## src/inc/ocq_pkg.sv

```systemverilog
// shared constants, types and register map of the common query responder
package ocq_pkg;

   // ************************************************************
   // output queue geometry
   // ************************************************************
   localparam int QUEUE_DEPTH = 16;           // bytes held for the talker
   localparam int QUEUE_AW = 4;               // pointer width for that depth
   localparam int MSG_IDX_W = 4;              // index width inside one reply

   // ************************************************************
   // register map (byte addresses on the bus)
   // ************************************************************
   localparam logic [7:0] ADDR_OPTCFG = 8'h00; // fitted options
   localparam logic [7:0] ADDR_SRE = 8'h04;    // service request enable
   localparam logic [7:0] ADDR_STB = 8'h08;    // status byte, read only
   localparam logic [7:0] ADDR_ISTAT = 8'h0c;  // sticky events, write one to clear
   localparam logic [7:0] ADDR_IMASK = 8'h10;  // event mask
   localparam logic [7:0] ADDR_STATE = 8'h14;  // parser state, read only

   // ************************************************************
   // field positions and reset values
   // ************************************************************
   localparam int STB_MAV = 4;                // message available
   localparam int STB_RQS = 6;                // request for service / summary
   localparam int CFG_MEM_LSB = 0;            // memory option field, two bits
   localparam int CFG_SCAN = 2;               // scanner card fitted
   localparam logic [2:0] OPTCFG_RST = 3'h0;
   localparam logic [7:0] SRE_RST = 8'h00;
   localparam int EV_OPC = 0;                 // completion reply queued
   localparam int EV_OPT = 1;                 // option reply queued
   localparam int EV_CLR = 2;                 // device clear seen
   localparam int EV_MAV = 3;                 // message became available
   localparam int NUM_EV = 4;
   localparam logic [NUM_EV-1:0] EV_RST = 4'h0;

   // ************************************************************
   // characters
   // ************************************************************
   localparam logic [7:0] CH_ONE = 8'h31;
   localparam logic [7:0] CH_ZERO = 8'h30;
   localparam logic [7:0] CH_COMMA = 8'h2c;
   localparam logic [7:0] CH_LF = 8'h0a;
   localparam logic [MSG_IDX_W-1:0] ONE_LEN = 4'h2; // digit and terminator
   localparam logic [MSG_IDX_W-1:0] CODE_LEN = 4'h4; // characters per option code

   // ************************************************************
   // types
   // ************************************************************
   typedef enum logic [1:0] {MEM_BASE, MEM_SMALL, MEM_LARGE} ocq_mem_t;
   typedef enum logic [2:0] {
      CMD_OPC_QUERY, CMD_OPT_QUERY, CMD_INIT_IMM, CMD_INIT_CONT_ON,
      CMD_INIT_CONT_OFF, CMD_ABORT, CMD_OTHER
   } ocq_cmd_t;

   // apb request from the master
   typedef struct packed {
      logic psel;
      logic penable;
      logic pwrite;
      logic [7:0] paddr;
      logic [31:0] pwdata;
   } ocq_apb_req_t;

   // one parsed command from the message parser
   typedef struct packed {
      logic valid;
      ocq_cmd_t code;
   } ocq_cmd_req_t;

endpackage

```

## src/logic/ocq_out_queue.sv

```systemverilog
// byte output queue between the reply sequencer and the bus talker
`timescale 1ns/1ps
module ocq_out_queue
   import ocq_pkg::*;
(
   // clock and reset
   input wire logic clk,
   input wire logic sys_rst,
   input wire logic flush,
   // filling side
   input wire logic pushValid,
   input wire logic [7:0] pushData,
   output logic pushReady,
   // draining side
   output logic popValid,
   output logic [7:0] popData,
   input wire logic popReady
);

   logic [7:0] mem [QUEUE_DEPTH];   // queue storage
   logic [QUEUE_AW:0] wrPtr;        // extra bit tells full from empty
   logic [QUEUE_AW:0] rdPtr;
   logic full;
   logic empty;

   // honest flags from the pointer pair
   assign empty = (wrPtr == rdPtr);
   assign full = (wrPtr[QUEUE_AW] != rdPtr[QUEUE_AW]) &&
                 (wrPtr[QUEUE_AW-1:0] == rdPtr[QUEUE_AW-1:0]);
   assign pushReady = !full;
   assign popValid = !empty;
   assign popData = mem[rdPtr[QUEUE_AW-1:0]];

   // storage write, no reset needed for data
   always_ff @(posedge clk) begin
      if (pushValid && !full) begin
         mem[wrPtr[QUEUE_AW-1:0]] <= pushData;
      end
   end

   // write pointer
   always_ff @(posedge clk) begin
      if (sys_rst || flush) begin
         wrPtr <= '0;
      end else if (pushValid && !full) begin
         wrPtr <= wrPtr + 1'b1;
      end
   end

   // read pointer; flush drops unsent bytes
   always_ff @(posedge clk) begin
      if (sys_rst || flush) begin
         rdPtr <= '0;
      end else if (popReady && !empty) begin
         rdPtr <= rdPtr + 1'b1;
      end
   end

endmodule

```

## src/logic/ocq_responder.sv

```systemverilog
// common query responder: completion and option queries, status byte, apb registers
// Overview of operation
// - completion query queues 1 after pending work
// - queued reply goes out when addressed talker
// - queued reply sets message-available bit four
// - enabled message-available sets service request bit
// - immediate initiate holds reply until idle again
// - completion query blocks later commands until queued
// - completion query under continuous initiation locks parser until device clear
// - option query queues code, sent when talking
// - option code is two comma separated fields
// - first field zero or fitted memory code
// - second field zero or scanner card code
`timescale 1ns/1ps
module ocq_responder
   import ocq_pkg::*;
#(
   // option codes, arbitrary neutral values
   parameter logic [31:0] MEM_SMALL_CODE = 32'h4f505441,
   parameter logic [31:0] MEM_LARGE_CODE = 32'h4f505442,
   parameter logic [31:0] SCAN_CODE = 32'h53434e58
)
(
   // clock and reset
   input wire logic clk,
   input wire logic sys_rst,
   // apb slave
   input wire ocq_apb_req_t apbReq,
   output logic [31:0] prdata,
   output logic pready,
   output logic pslverr,
   // parsed commands
   input wire ocq_cmd_req_t cmdReq,
   output logic cmdReady,
   // measurement engine and bus interface, same clock
   input wire logic measIdle,
   input wire logic devClear,
   input wire logic talkAddressed,
   // talker byte stream
   output logic txValid,
   output logic [7:0] txData,
   input wire logic txReady,
   // status and interrupt
   output logic [7:0] statusByte,
   output logic irq
);

   // ************************************************************
   // declarations
   // ************************************************************
   typedef enum {ST_IDLE, ST_OPC_WAIT, ST_SEND_ONE, ST_SEND_OPT} ocq_state_t;

   ocq_state_t state;                   // sequencer state
   logic [MSG_IDX_W-1:0] msgIdx;        // next byte of the reply
   logic [2:0] optCfg;                  // fitted options, software owned
   logic [7:0] sre;                     // service request enable
   logic [NUM_EV-1:0] iStat;            // sticky events
   logic [NUM_EV-1:0] iMask;            // event mask
   logic contInit;                      // continuous initiation on
   logic initPending;                   // immediate initiate not finished
   logic seenBusy;                      // engine left idle since initiate
   logic cmdTake;                       // command accepted this cycle
   logic opsDone;                       // nothing left pending
   logic qPushValid;
   logic [7:0] qPushData;
   logic qPushReady;
   logic qPopValid;
   logic qPush;                         // a reply byte enters the queue
   logic lastByte;                      // that byte ends the reply
   logic mav;                           // message available
   logic mavDly;                        // for the rising-edge event
   logic rqs;                           // service request summary
   logic [NUM_EV-1:0] evPulse;          // events this cycle
   logic wrStrobe;                      // apb write access
   logic setupPhase;                    // apb first cycle
   logic addrHit;                       // address is mapped
   logic [MSG_IDX_W-1:0] optLen;        // length of option reply

   // ************************************************************
   // helper functions
   // ************************************************************

   // byte k of a four-character code, leftmost first
   function automatic logic [7:0] code_byte(input logic [31:0] code,
                                            input logic [MSG_IDX_W-1:0] k);
      logic [7:0] b;
      b = code[31:24];
      case (k[1:0])
         2'h1: b = code[23:16];
         2'h2: b = code[15:8];
         2'h3: b = code[7:0];
         default: b = code[31:24];
      endcase
      return b;
   endfunction

   // field length: a lone zero or a full code
   function automatic logic [MSG_IDX_W-1:0] field_len(input logic present);
      return present ? CODE_LEN : 4'h1;
   endfunction

   // memory field code from the option setting
   function automatic logic [31:0] mem_code(input logic [2:0] cfg);
      logic [31:0] c;
      c = {CH_ZERO, 24'h000000};
      case (ocq_mem_t'(cfg[CFG_MEM_LSB +: 2]))
         MEM_SMALL: c = MEM_SMALL_CODE;
         MEM_LARGE: c = MEM_LARGE_CODE;
         default: c = {CH_ZERO, 24'h000000};
      endcase
      return c;
   endfunction

   // scanner field code from the option setting
   function automatic logic [31:0] scan_code(input logic [2:0] cfg);
      return cfg[CFG_SCAN] ? SCAN_CODE : {CH_ZERO, 24'h000000};
   endfunction

   // memory field counts as present only for small or large memory
   function automatic logic mem_present(input logic [2:0] cfg);
      return (cfg[CFG_MEM_LSB +: 2] == MEM_SMALL) ||
             (cfg[CFG_MEM_LSB +: 2] == MEM_LARGE);
   endfunction

   // byte idx of the option reply: field, comma, field, terminator
   function automatic logic [7:0] opt_byte(input logic [2:0] cfg,
                                           input logic [MSG_IDX_W-1:0] idx);
      logic [MSG_IDX_W-1:0] l1;
      logic [MSG_IDX_W-1:0] l2;
      logic [7:0] b;
      l1 = field_len(mem_present(cfg));
      l2 = field_len(cfg[CFG_SCAN]);
      b = CH_LF;
      if (idx < l1) begin
         b = code_byte(mem_code(cfg), idx);
      end else if (idx == l1) begin
         b = CH_COMMA;
      end else if (idx < l1 + l2 + 4'h1) begin
         b = code_byte(scan_code(cfg), idx - l1 - 4'h1);
      end
      return b;
   endfunction

   // ************************************************************
   // command acceptance
   // ************************************************************

   // only the idle sequencer takes commands, so later ones queue up
   assign cmdReady = (state == ST_IDLE);
   assign cmdTake = cmdReq.valid && cmdReady;

   // all pending work is over: no open initiate, no free-run mode
   assign opsDone = measIdle && !initPending && !contInit;

   // ************************************************************
   // measurement tracking
   // ************************************************************

   // continuous initiation mode; a clear leaves the setting alone
   always_ff @(posedge clk) begin
      if (sys_rst) begin
         contInit <= 1'b0;
      end else if (cmdTake && cmdReq.code == CMD_INIT_CONT_ON) begin
         contInit <= 1'b1;
      end else if (cmdTake && cmdReq.code == CMD_INIT_CONT_OFF) begin
         contInit <= 1'b0;
      end
   end

   // initiate stays open until the engine is seen busy, then idle
   // the busy sighting guards against the engine not yet having reacted
   always_ff @(posedge clk) begin
      if (sys_rst) begin
         initPending <= 1'b0;
         seenBusy <= 1'b0;
      end else if (cmdTake && cmdReq.code == CMD_INIT_IMM) begin
         initPending <= 1'b1;
         seenBusy <= 1'b0;
      end else if (cmdTake && cmdReq.code == CMD_ABORT) begin
         initPending <= 1'b0;
         seenBusy <= 1'b0;
      end else if (initPending) begin
         if (!measIdle) begin
            seenBusy <= 1'b1;
         end else if (seenBusy) begin
            initPending <= 1'b0;
            seenBusy <= 1'b0;
         end
      end
   end

   // ************************************************************
   // reply sequencer
   // ************************************************************

   assign optLen = field_len(mem_present(optCfg)) + field_len(optCfg[CFG_SCAN]) + 4'h2;
   assign qPushValid = (state == ST_SEND_ONE) || (state == ST_SEND_OPT);
   assign qPushData = (state == ST_SEND_ONE) ?
                      ((msgIdx == '0) ? CH_ONE : CH_LF) :
                      opt_byte(optCfg, msgIdx);
   assign qPush = qPushValid && qPushReady;
   assign lastByte = (state == ST_SEND_ONE) ? (msgIdx == ONE_LEN - 4'h1) :
                     (msgIdx == optLen - 4'h1);

   // the send states advance only on accepted bytes, so a full queue stalls here
   always_ff @(posedge clk) begin
      if (sys_rst || devClear) begin
         state <= ST_IDLE;
         msgIdx <= '0;
      end else begin
         unique case (state)
            ST_IDLE: begin
               msgIdx <= '0;
               if (cmdTake && cmdReq.code == CMD_OPC_QUERY) begin
                  state <= ST_OPC_WAIT;
               end else if (cmdTake && cmdReq.code == CMD_OPT_QUERY) begin
                  state <= ST_SEND_OPT;
               end
            end
            ST_OPC_WAIT: begin
               // with free-running initiation this never leaves
               if (opsDone) begin
                  state <= ST_SEND_ONE;
               end
            end
            ST_SEND_ONE, ST_SEND_OPT: begin
               if (qPush && lastByte) begin
                  state <= ST_IDLE;
                  msgIdx <= '0;
               end else if (qPush) begin
                  msgIdx <= msgIdx + 4'h1;
               end
            end
         endcase
      end
   end

   // ************************************************************
   // output queue and talker
   // ************************************************************

   // a clear empties the queue as well as the parser
   ocq_out_queue u_queue (
      .clk(clk),
      .sys_rst(sys_rst),
      .flush(devClear),
      .pushValid(qPushValid),
      .pushData(qPushData),
      .pushReady(qPushReady),
      .popValid(qPopValid),
      .popData(txData),
      .popReady(txReady && talkAddressed)
   );

   // bytes leave only while addressed to talk
   assign txValid = qPopValid && talkAddressed;

   // ************************************************************
   // status byte
   // ************************************************************

   assign mav = qPopValid;
   assign rqs = mav && sre[STB_MAV];

   // registered copy for the outside world
   always_ff @(posedge clk) begin
      if (sys_rst) begin
         statusByte <= 8'h00;
         mavDly <= 1'b0;
      end else begin
         statusByte <= 8'h00;
         statusByte[STB_MAV] <= mav;
         statusByte[STB_RQS] <= rqs;
         mavDly <= mav;
      end
   end

   // ************************************************************
   // events and interrupt
   // ************************************************************

   always_comb begin
      evPulse = '0;
      evPulse[EV_OPC] = qPush && lastByte && (state == ST_SEND_ONE);
      evPulse[EV_OPT] = qPush && lastByte && (state == ST_SEND_OPT);
      evPulse[EV_CLR] = devClear;
      evPulse[EV_MAV] = mav && !mavDly;
   end

   // sticky bits; a new event beats a same-cycle clear
   always_ff @(posedge clk) begin
      if (sys_rst) begin
         iStat <= EV_RST;
      end else if (wrStrobe && apbReq.paddr == ADDR_ISTAT) begin
         iStat <= (iStat & ~apbReq.pwdata[NUM_EV-1:0]) | evPulse;
      end else begin
         iStat <= iStat | evPulse;
      end
   end

   assign irq = |(iStat & iMask);

   // ************************************************************
   // apb slave
   // ************************************************************

   // zero wait states: every access completes in its access cycle
   assign pready = 1'b1;
   assign setupPhase = apbReq.psel && !apbReq.penable;
   assign wrStrobe = apbReq.psel && apbReq.penable && apbReq.pwrite;
   assign addrHit = (apbReq.paddr == ADDR_OPTCFG) || (apbReq.paddr == ADDR_SRE) ||
                    (apbReq.paddr == ADDR_STB) || (apbReq.paddr == ADDR_ISTAT) ||
                    (apbReq.paddr == ADDR_IMASK) || (apbReq.paddr == ADDR_STATE);
   assign pslverr = apbReq.psel && apbReq.penable && !addrHit;

   // writable registers
   always_ff @(posedge clk) begin
      if (sys_rst) begin
         optCfg <= OPTCFG_RST;
         sre <= SRE_RST;
         iMask <= EV_RST;
      end else if (wrStrobe) begin
         if (apbReq.paddr == ADDR_OPTCFG) begin
            optCfg <= apbReq.pwdata[2:0];
         end
         if (apbReq.paddr == ADDR_SRE) begin
            // the summary bit itself cannot be enabled
            sre <= apbReq.pwdata[7:0] & ~(8'h01 << STB_RQS);
         end
         if (apbReq.paddr == ADDR_IMASK) begin
            iMask <= apbReq.pwdata[NUM_EV-1:0];
         end
      end
   end

   // read data captured in the setup cycle, stable through the access
   always_ff @(posedge clk) begin
      if (sys_rst) begin
         prdata <= 32'h00000000;
      end else if (setupPhase) begin
         prdata <= 32'h00000000;
         unique case (apbReq.paddr)
            ADDR_OPTCFG: prdata[2:0] <= optCfg;
            ADDR_SRE: prdata[7:0] <= sre;
            ADDR_STB: prdata[7:0] <= statusByte;
            ADDR_ISTAT: prdata[NUM_EV-1:0] <= iStat;
            ADDR_IMASK: prdata[NUM_EV-1:0] <= iMask;
            ADDR_STATE: prdata[3:0] <= {contInit, initPending,
                                        state == ST_OPC_WAIT, cmdReady};
            default: prdata <= 32'h00000000;
         endcase
      end
   end

endmodule

```

## config.mk

```make
export PLATFORM = sky130hd
export DESIGN_NAME = ocq_responder
export DESIGN_NICKNAME = d
export VERILOG_FILES = /design/src/inc/ocq_pkg.sv /design/src/logic/ocq_out_queue.sv /design/src/logic/ocq_responder.sv
export SDC_FILE = /design/constraint.sdc
export NUM_CORES = 1
export LEC_CHECK = 0
export ABC_CLOCK_PERIOD_IN_PS = 8450
export BUFFER_PORTS_ARGS = -buffer_cell sky130_fd_sc_hd__buf_2
export CORE_MARGIN = 4
export CORE_UTILIZATION = 56
export DETAILED_ROUTE_END_ITERATION = 6
export PLACE_DENSITY = 0.88
export SLEW_MARGIN = 20
export SYNTH_ARGS = -nofsm -noshare
export SYNTH_HDL_FRONTEND = slang
export SYNTH_HIERARCHICAL = 1
export SYNTH_SLANG_ARGS = --single-unit
```

## constraint.sdc

```tcl
create_clock -name clk -period 8.45 [get_ports clk]
set_input_delay 0.845 -clock clk [delete_from_list [all_inputs] [get_ports clk]]
set_output_delay 0.845 -clock clk [all_outputs]
set_load 0.005 [all_outputs]
```

Word level (Yosys, flattened, before mapping)

Memory sizes are Yosys's and may differ from the RTL's. A register that Yosys moved wholly into a read port is not among the register bits.
Index checks and enable logic that the tools add are counted.

Bits in registers: 84
Memory bits (writable): 128
Output and inout bits: 53
Logic and storage cells: 156
Memories: 1

Memory list:

| name        | words | width | read ports | clocked after memory_dff | write ports | line                | RTL |
|---|---|---|---|---|---|---|---|
| u_queue.mem | 16    | 8     | 1          | 1                        | 1           | ocq_out_queue.sv:20 | `logic [7:0] mem [QUEUE_DEPTH];` |

$add $sub $neg: 9
$lt $le $gt $ge: 2
Equal/unequal tests: 34
Mux-type cells: 36
Bitwise gates (word level): 5
Reductions and logical operators: 54

Operator list:

| operator                                                          | count |
|---|---|
| 32-bit two-way mux                                                | 4 |
| 32-bit by 2-bit == test with 1-bit output (second input constant) | 3 |
| 32-bit case mux with 3 select lines                               | 1 |
| 32-bit by 3-bit == test with 1-bit output (second input constant) | 2 |
| 32-bit logical NOT                                                | 2 |
| 31-bit case mux with 2 select lines                               | 1 |
| 8-bit case mux with 3 select lines                                | 2 |
| 32-bit by 1-bit == test with 1-bit output (second input constant) | 1 |
| 8-bit two-way mux                                                 | 4 |
| 31-bit two-way mux                                                | 1 |
| 1-bit logical AND                                                 | 24 |
| 4-bit two-way mux                                                 | 5 |
| 3-bit case mux with 6 select lines                                | 1 |
| 8-bit by 4-bit == test with 1-bit output (second input constant)  | 2 |
| 8-bit by 5-bit == test with 1-bit output (second input constant)  | 2 |
| 4-bit case mux with 2 select lines                                | 2 |
| 1-bit two-way mux                                                 | 11 |
| 5-bit by 1-bit adder with 5-bit output (second input constant)    | 2 |
| 2-bit == test (second input constant)                             | 5 |
| 4-bit by 1-bit adder with 4-bit output (second input constant)    | 2 |
| 4-bit AND                                                         | 2 |
| 4-bit == test                                                     | 2 |
| 8-bit by 3-bit == test with 1-bit output (second input constant)  | 1 |
| 8-bit logical NOT                                                 | 1 |
| 32 further kinds                                                  | 57 |

Depth between registers and ports, before layout

Gate-level depths: netlist of run 1.

Depth in word-level cells: 12
Mapped depth: 11

Modules after synthesis

Netlist of run 1, hierarchy kept.

Modules (own cells, without submodules):

| module        | times used | cells each | area an instance (um2) | sequential area each (um2) |
|---|---|---|---|---|
| ocq_out_queue | 1          | 287        | 5829.3                 | 4124.0 |
| ocq_responder | 1          | 339        | 2632.5                 | 740.7 |

Least setup slack after synthesis of run 1

OpenSTA, ideal clock, no wires.

Path kind: register -> register
Start: register optCfg[0]
End: memory u_queue.mem[0][0], data pin
Library setup time: 346 ps
Arrival time: 2748 ps
Data required time: 8104 ps
Slack: 5357 ps
Stages on the path, launching flop included: 12
Buffers on the path: 0
Clock period less this slack: 3093 ps
Cell sequence: dfxtp_1 inv_1 ha_1 inv_1 ha_1 inv_1 ha_1 o21ai_0 a21oi_1 nor3_1 nand2_1 o32ai_1

Cells in the longest elaborated chain, start to end: 11
Elaborated cells on any way between the ends: 21

RTL lines:

| item                                                                                           | line                 | RTL |
|---|---|---|
| from (decl)                                                                                    | ocq_responder.sv:55  | `logic [2:0] optCfg;` |
| from (signal assigned)                                                                         | ocq_responder.sv:324 | `optCfg <= apbReq.pwdata[2:0];` |
| parallel branches: the longest is 9 deep, another holds 3-bit by 3-bit adder with 4-bit output | -                    |  |
| 8-bit two-way mux *                                                                            | ocq_responder.sv:134 | `if (idx < l1) begin` |
| 8-bit two-way mux *                                                                            | ocq_responder.sv:198 | `assign qPushData = (state == ST_SEND_ONE) ?` |
| net qPushData[0]                                                                               | ocq_responder.sv:65  | `logic [7:0] qPushData;` |
| to (decl)                                                                                      | ocq_out_queue.sv:20  |  |

Mark *: on every way through the listed nets, which the timed path passes.

==> results.tsv, run 1 <==
stage	metric	value	unit
yosys	top cell type's share of synthesized area	45.4	%
layout	Sequential Area	4870	µm²
timing	endpoints failing setup	0	
die	placement row count	44	
die	io pins	106	
clock_tree	Hold Buf Count CTS	0	
layout	Ant. Diodes	0	
yosys	Avg Inst Size Synth	13.5	µm²
placement	Inst Count DP	845	
yosys	#FFs+latches synth	179	
timing	Hold WS	463	ps
yosys	Seq/Total Area, Yosys	57.5	%
setup_path	WP buf/inv	1	
setup_path	CP top delay family	multiplexers	
status	status	finished with violations	
layout	most frequent cells in the layout	128 x edfxtp_1, 50 x dfxtp_1, 49 x buf_2	
timing	max-slew violation count	0	
setup_path	CP max FO	32	
clock_tree	clk_lat worst skew	440	ps
setup_path	Critical-path top delay cell	dfxtp_2	
layout	fillers	1042	
layout	cell area after layout	9310	µm²
clock_tree	CTS Buf Count	17	
routing	TritonRoute pass-1 iters	7	
setup_path	CP endpoint kind	output pin	
flow_run	Max Cap Violations	0	
timing	RSZ-0062 raised after global routing	no	
yosys	main flop type after synthesis	edfxtp_1	
clock_tree	number of clock sinks	179	
die	Die Footprint	17100	µm²
clock_tree	H-tree levels	4	
routing	WL per Instance	20.2	µm
placement	I/O Buffers	49	
timing	crit path time final	3640	ps
timing	final hold violations	0	
power	Peak VDD IR	0.144	mV
yosys	fraction of registers with async set/reset	0	%
timing	Max-slew headroom	32.1	%
yosys	Post-synth EDFFs	128	
die	Die H	131	µm
layout	Layout area overhead	9.97	%
grt	Remaining Overflow, GRT	0	
die	Die Width	131	µm
routing	Detail Route Antenna Nets	0	
grt	Overall Global Routing Usage	21.4	%
status	failing checks	design-rule violations	
timing	Worst Clk Skew	9.67	ps
placement	GPL Wtd Cong	0.848	
clock_tree	Max Buffers Root-to-Sink	2	
clock_tree	Clock Root Buffer	clkbuf_16	
timing	final period utilization	43.1	%
setup_path	Worst setup SP type	register	
layout	fin cells	878	
placement	placed instance area	8720	µm²
layout	footprint of the multi-input gates	3300	µm²
timing	setup TNS	0	ps
layout	Final nets	754	
layout	leading cell type in the layout, fill and taps excluded	edfxtp_1	
setup_path	cells along the critical path	mux4_1 > mux4_2 > buf_2	
routing	Via density	6.12	
timing	Worst-Margin Slew	1020	ps
clock_tree	setup bufs post-CTS	0	
power	Pwr Total	1.73	mW
setup_path	CP max stage delay	1000	ps
clock_tree	CTS clk-pin slew, worst paths	70	ps
layout	layout cells sized above 1	16.4	%
grt	global-route wire length before repair	27300	µm
min_path	Hold Crit Class	register to register	
yosys	Cells after Synth	626	
yosys	top cells by area, synth	edfxtp_1 45%, dfxtp_1 12%, mux4_1 7.5%	
clock_tree	CTS tree	yes	
routing	final wirelength	17800	µm
die	core box area	14600	µm²
placement	Post-DP HPWL	11500	µm
routing	Vias	5377	
routing	# DRC	1	
timing	achievable clock frequency	0.275	GHz
grt	antenna violations before repair	0	
clock_tree	post-CTS resize count	0	
yosys	Synth Cell Area	8460	µm²
yosys	Yosys warnings	6	
setup_path	CP required	7610	ps
die	initial core utilization	57.8	%
setup_path	CP Data Arrival Time	2790	ps
routing	initial drt markers	513	
power	Leak	3.31	nW
yosys	Synth cell types	64	
setup_path	Crit Path Category	register to output pin	
grt	largest net degree at the start of global routing	37	
power	Power Dens Cells	186	nW/µm²
grt	vias in the first global route	5070	
yosys	area leader, netlist	edfxtp_1	
per-stage QoR:
stage                     util, %  setup WS, ps
final                        63.5          4810
after global routing         63.5          4600
after CTS                    63.5          4760
after detailed placement     59.6          4910
after global placement       59.6          5240
after floorplan                 -          5360
per-layer routing:
metal / routed length [µm] / global-route usage (%) / up-vias
met5: 0 / 0 / -
met4: 536 / 7.08 / 0
met3: 1180 / 5.45 / 53
met2: 9150 / 36.8 / 257
li1: - / - / 2432
met1: 6890 / 26.6 / 2635
final cells by class:
cell class | instances | share of cell area [%]
Tap cell | 184 | 2.47
Sequential cell | 179 | 52.3
Clock buffer | 17 | 4.57
Multi-Input combinational cell | 413 | 35.5
Inverter | 17 | 0.686
Clock inverter | 15 | 1.55
Timing Repair Buffer | 53 | 2.93
tightest hold or removal path, delay by kind of cell, from the launching register on:
| kind | cells | cell delay [ps] |
|---|---|---|
| compound gates | 1 | 50 |
| flops | 1 | 310 |
| simple gates | 1 | 50 |
state kept, by name (all words and copies together), names as in the netlist, named ones only:
register       flops
seenBusy           1
contInit           1
u_queue/rdPtr      5
statusByte         2
u_queue/wrPtr      5
prdata             8
state              2
u_queue/mem      128
iMask              4
initPending        1
optCfg             3
msgIdx             4
iStat              4
sre                7
cells in the mapped netlist, types with 2 or more instances:
master,count
o21ai_0,19
nor4_1,4
o22ai_1,4
a221oi_1,2
or2_2,4
conb_1,2
nand3_1,20
a32oi_1,4
edfxtp_1,128
a21oi_1,31
o211ai_1,5
or3_1,3
and2_1,7
and4b_1,4
buf_2,5
nand2_1,44
mux2i_1,26
mux4_2,16
a2bb2oi_1,3
buf_8,2
and4_1,2
a31oi_1,2
mux4_1,24
dfxtp_1,51
buf_1,5
xnor2_1,7
nor2b_1,9
nand3b_1,3
clkbuf_1,15
a211o_1,2
nor4_4,2
buf_4,33
nor2_1,44
nor3_1,3
inv_1,17
ha_1,20
nand2b_1,6
and3_1,12
a21oi_2,2
nand4_1,5
a22oi_1,6
power by group:
group | switching (mW) | leakage [nW] | internal [mW] | total [mW]
Combinational | 0.0296 | 1.51 | 0.0143 | 0.0439
Clock | 0.359 | 0.278 | 0.391 | 0.750
Sequential | 0.00225 | 1.52 | 0.933 | 0.935
kinds of logic after synthesis:
group	share of synthesized area (%)
DFF	57.5
other	0.0888
and+or+nand+nor	11.0
xor gates and xnor gates	0.828
buffers and inverters	5.59
muxes	14.9
AOI/OAI and AO/OA	7.10
adders and majority gates	2.96
worst paths after layout:
| kind | from | to | slack, ps | cells past startpoint |
|---|---|---|---|---|
| setup reg to reg | optCfg[0] | u_queue/mem[2][5] | 5010 | 11 |
| hold reg to reg | prdata[7] | prdata[7] | 460 | 2 |
| hold / removal | prdata[7] | prdata[7] | 460 | 2 |
| setup / recovery | register | txData[6] | 4810 | 3 |
(Power assumes the default switching activity.)
==> run 2, diff against run 1 <==
--- a/config.mk
+++ b/config.mk
@@ -5,10 +5,10 @@
 export SDC_FILE = /design/constraint.sdc
 export NUM_CORES = 1
 export LEC_CHECK = 0
-export ABC_CLOCK_PERIOD_IN_PS = 8450
+export ABC_CLOCK_PERIOD_IN_PS = 3100
 export BUFFER_PORTS_ARGS = -buffer_cell sky130_fd_sc_hd__buf_2
 export CORE_MARGIN = 4
-export CORE_UTILIZATION = 56
+export CORE_UTILIZATION = 53
 export DETAILED_ROUTE_END_ITERATION = 6
 export PLACE_DENSITY = 0.88
 export SLEW_MARGIN = 20
==> constraint.sdc (replaced) <==
create_clock -name clk -period 3.1 [get_ports clk]
set_input_delay 0.31 -clock clk [delete_from_list [all_inputs] [get_ports clk]]
set_output_delay 0.31 -clock clk [all_outputs]
set_load 0.005 [all_outputs]
==> results.tsv, run 2 (synthesized netlist as in run 1, its figures left out) <==
stage	metric	value	unit
routing	final wirelength	18600	µm
placement	Inst Count DP	883	
die	core box area	15400	µm²
die	io pins	106	
routing	# DRC	1	
grt	Remaining Overflow, GRT	0	
routing	WL per Instance	20.3	µm
clock_tree	Max Buffers Root-to-Sink	2	
layout	fin cells	916	
clock_tree	Clock Root Buffer	clkbuf_16	
timing	final period utilization	93.2	%
setup_path	CP Data Arrival Time	3160	ps
clock_tree	setup bufs post-CTS	0	
timing	achievable clock frequency	0.346	GHz
setup_path	CP endpoint kind	register	
setup_path	CP required	3380	ps
die	Die H	134	µm
placement	I/O Buffers	49	
clock_tree	CTS Buf Count	17	
grt	largest net degree at the start of global routing	37	
timing	crit path time final	2890	ps
routing	Detail Route Antenna Nets	0	
routing	initial drt markers	456	
layout	layout cells sized above 1	18.2	%
status	status	finished with violations	
timing	RSZ-0062 raised after global routing	no	
placement	Post-DP HPWL	12000	µm
setup_path	CP max FO	16	
layout	max FFs per register	128	
power	Peak VDD IR	0.397	mV
setup_path	Crit Path Category	register to register	
layout	Ant. Diodes	0	
status	failing checks	design-rule violations	
power	Power Dens Cells	506	nW/µm²
clock_tree	CTS clk-pin slew, worst paths	70	ps
clock_tree	CTS tree	yes	
power	Leak	3.43	nW
clock_tree	number of clock sinks	179	
clock_tree	clk_lat worst skew	440	ps
grt	antenna violations before repair	0	
die	placement row count	45	
layout	leading cell type in the layout, fill and taps excluded	edfxtp_1	
layout	Layout area overhead	12.2	%
routing	Vias	5355	
layout	Final nets	765	
grt	vias in the first global route	5181	
setup_path	Worst setup SP type	register	
setup_path	Critical Path Start	optCfg[0]	
flow_run	Max Cap Violations	0	
clock_tree	H-tree levels	4	
timing	endpoints failing setup	0	
die	Die Width	134	µm
layout	most frequent cells in the layout	128 x edfxtp_1, 50 x dfxtp_1, 49 x buf_2	
timing	final hold violations	0	
setup_path	reg2reg start	optCfg[0]	
routing	TritonRoute pass-1 iters	7	
timing	Worst Clk Skew	8.42	ps
placement	GPL Wtd Cong	0.888	
die	initial core utilization	54.8	%
grt	Overall Global Routing Usage	20.8	%
timing	max-slew violation count	0	
min_path	HP Start	measIdle	
die	Die Footprint	18100	µm²
power	Pwr Total	4.81	mW
timing	Max-slew headroom	54.1	%
timing	Worst-Margin Slew	687	ps
routing	Via density	5.85	
grt	global-route wire length before repair	28200	µm
min_path	Hold Crit Class	input pin to register	
run 2: worst max-delay path, stage by stage (launching register included):
cell	delay, ps
dfxtp_1	370
inv_1	60
ha_1	310
inv_1	200
ha_1	280
inv_1	60
ha_1	210
o21ai_0	180
a21oi_1	90
nor2_1	190
nand3b_1	100
a221oi_1	380
buf_4	280
run 2: layout make-up:
cell class | count | area (µm²)
Clock buffer | 17 | 425
Tap cell | 211 | 264
Fill cell | 1141 | 5930
Clock inverter | 15 | 163
Multi-Input combinational cell | 414 | 3350
Inverter | 17 | 63.8
Sequential cell | 179 | 4870
Timing Repair Buffer | 63 | 363
run 2: path summary, 6_finish.rpt:
path                        to  slack (ps)  cells after the start
max          u_queue/mem[0][2]         210                     12
min                   seenBusy         110                      2
max reg2reg  u_queue/mem[0][2]         210                     12
min reg2reg          prdata[7]         450                      2
run 2: metrics by stage:
stage                     hold slack, ps  utilization [%]  cell area, µm²  setup TNS, ps  setup WS [ps]
after global placement               437             57.4            8850              0            126
after global routing                98.7             61.6            9500              0           6.42
after detailed placement             446             57.4            8850          -2560           -134
after CTS                           88.9             61.2            9450              0            135
after floorplan                      389                -            8630              0           6.56
final                                111             61.6            9500              0            212
run 2: what timing repair did:
| item | 4_1_cts | 5_1_grt |
|---|---|---|
| endpoints found under the setup margin | 48 | 32 |
| pin swaps | 0 | 1 |
| hold buffers | 0 | 0 |
| resized for setup | 3 | 7 |
| gates cloned | 0 | 1 |
run 2: where the power goes:
group / leakage (nW) / switching (mW) / total [mW] / internal, mW
logic: 1.57 / 0.0813 / 0.123 / 0.0415
clock network: 0.283 / 0.991 / 2.13 / 1.14
registers: 1.57 / 0.00585 / 2.55 / 2.54
total: 3.43 / 1.08 / 4.81 / 3.73
run 2: metal layers:
metal  global-route usage, %  part of all wire [%]  vias up
met5                   0.556                     0        -
met4                    7.52                   2.0        0
met1                    25.8                    39     2618
li1                        -                     -     2460
met3                    4.39                   6.9       29
met2                    36.2                    52      248
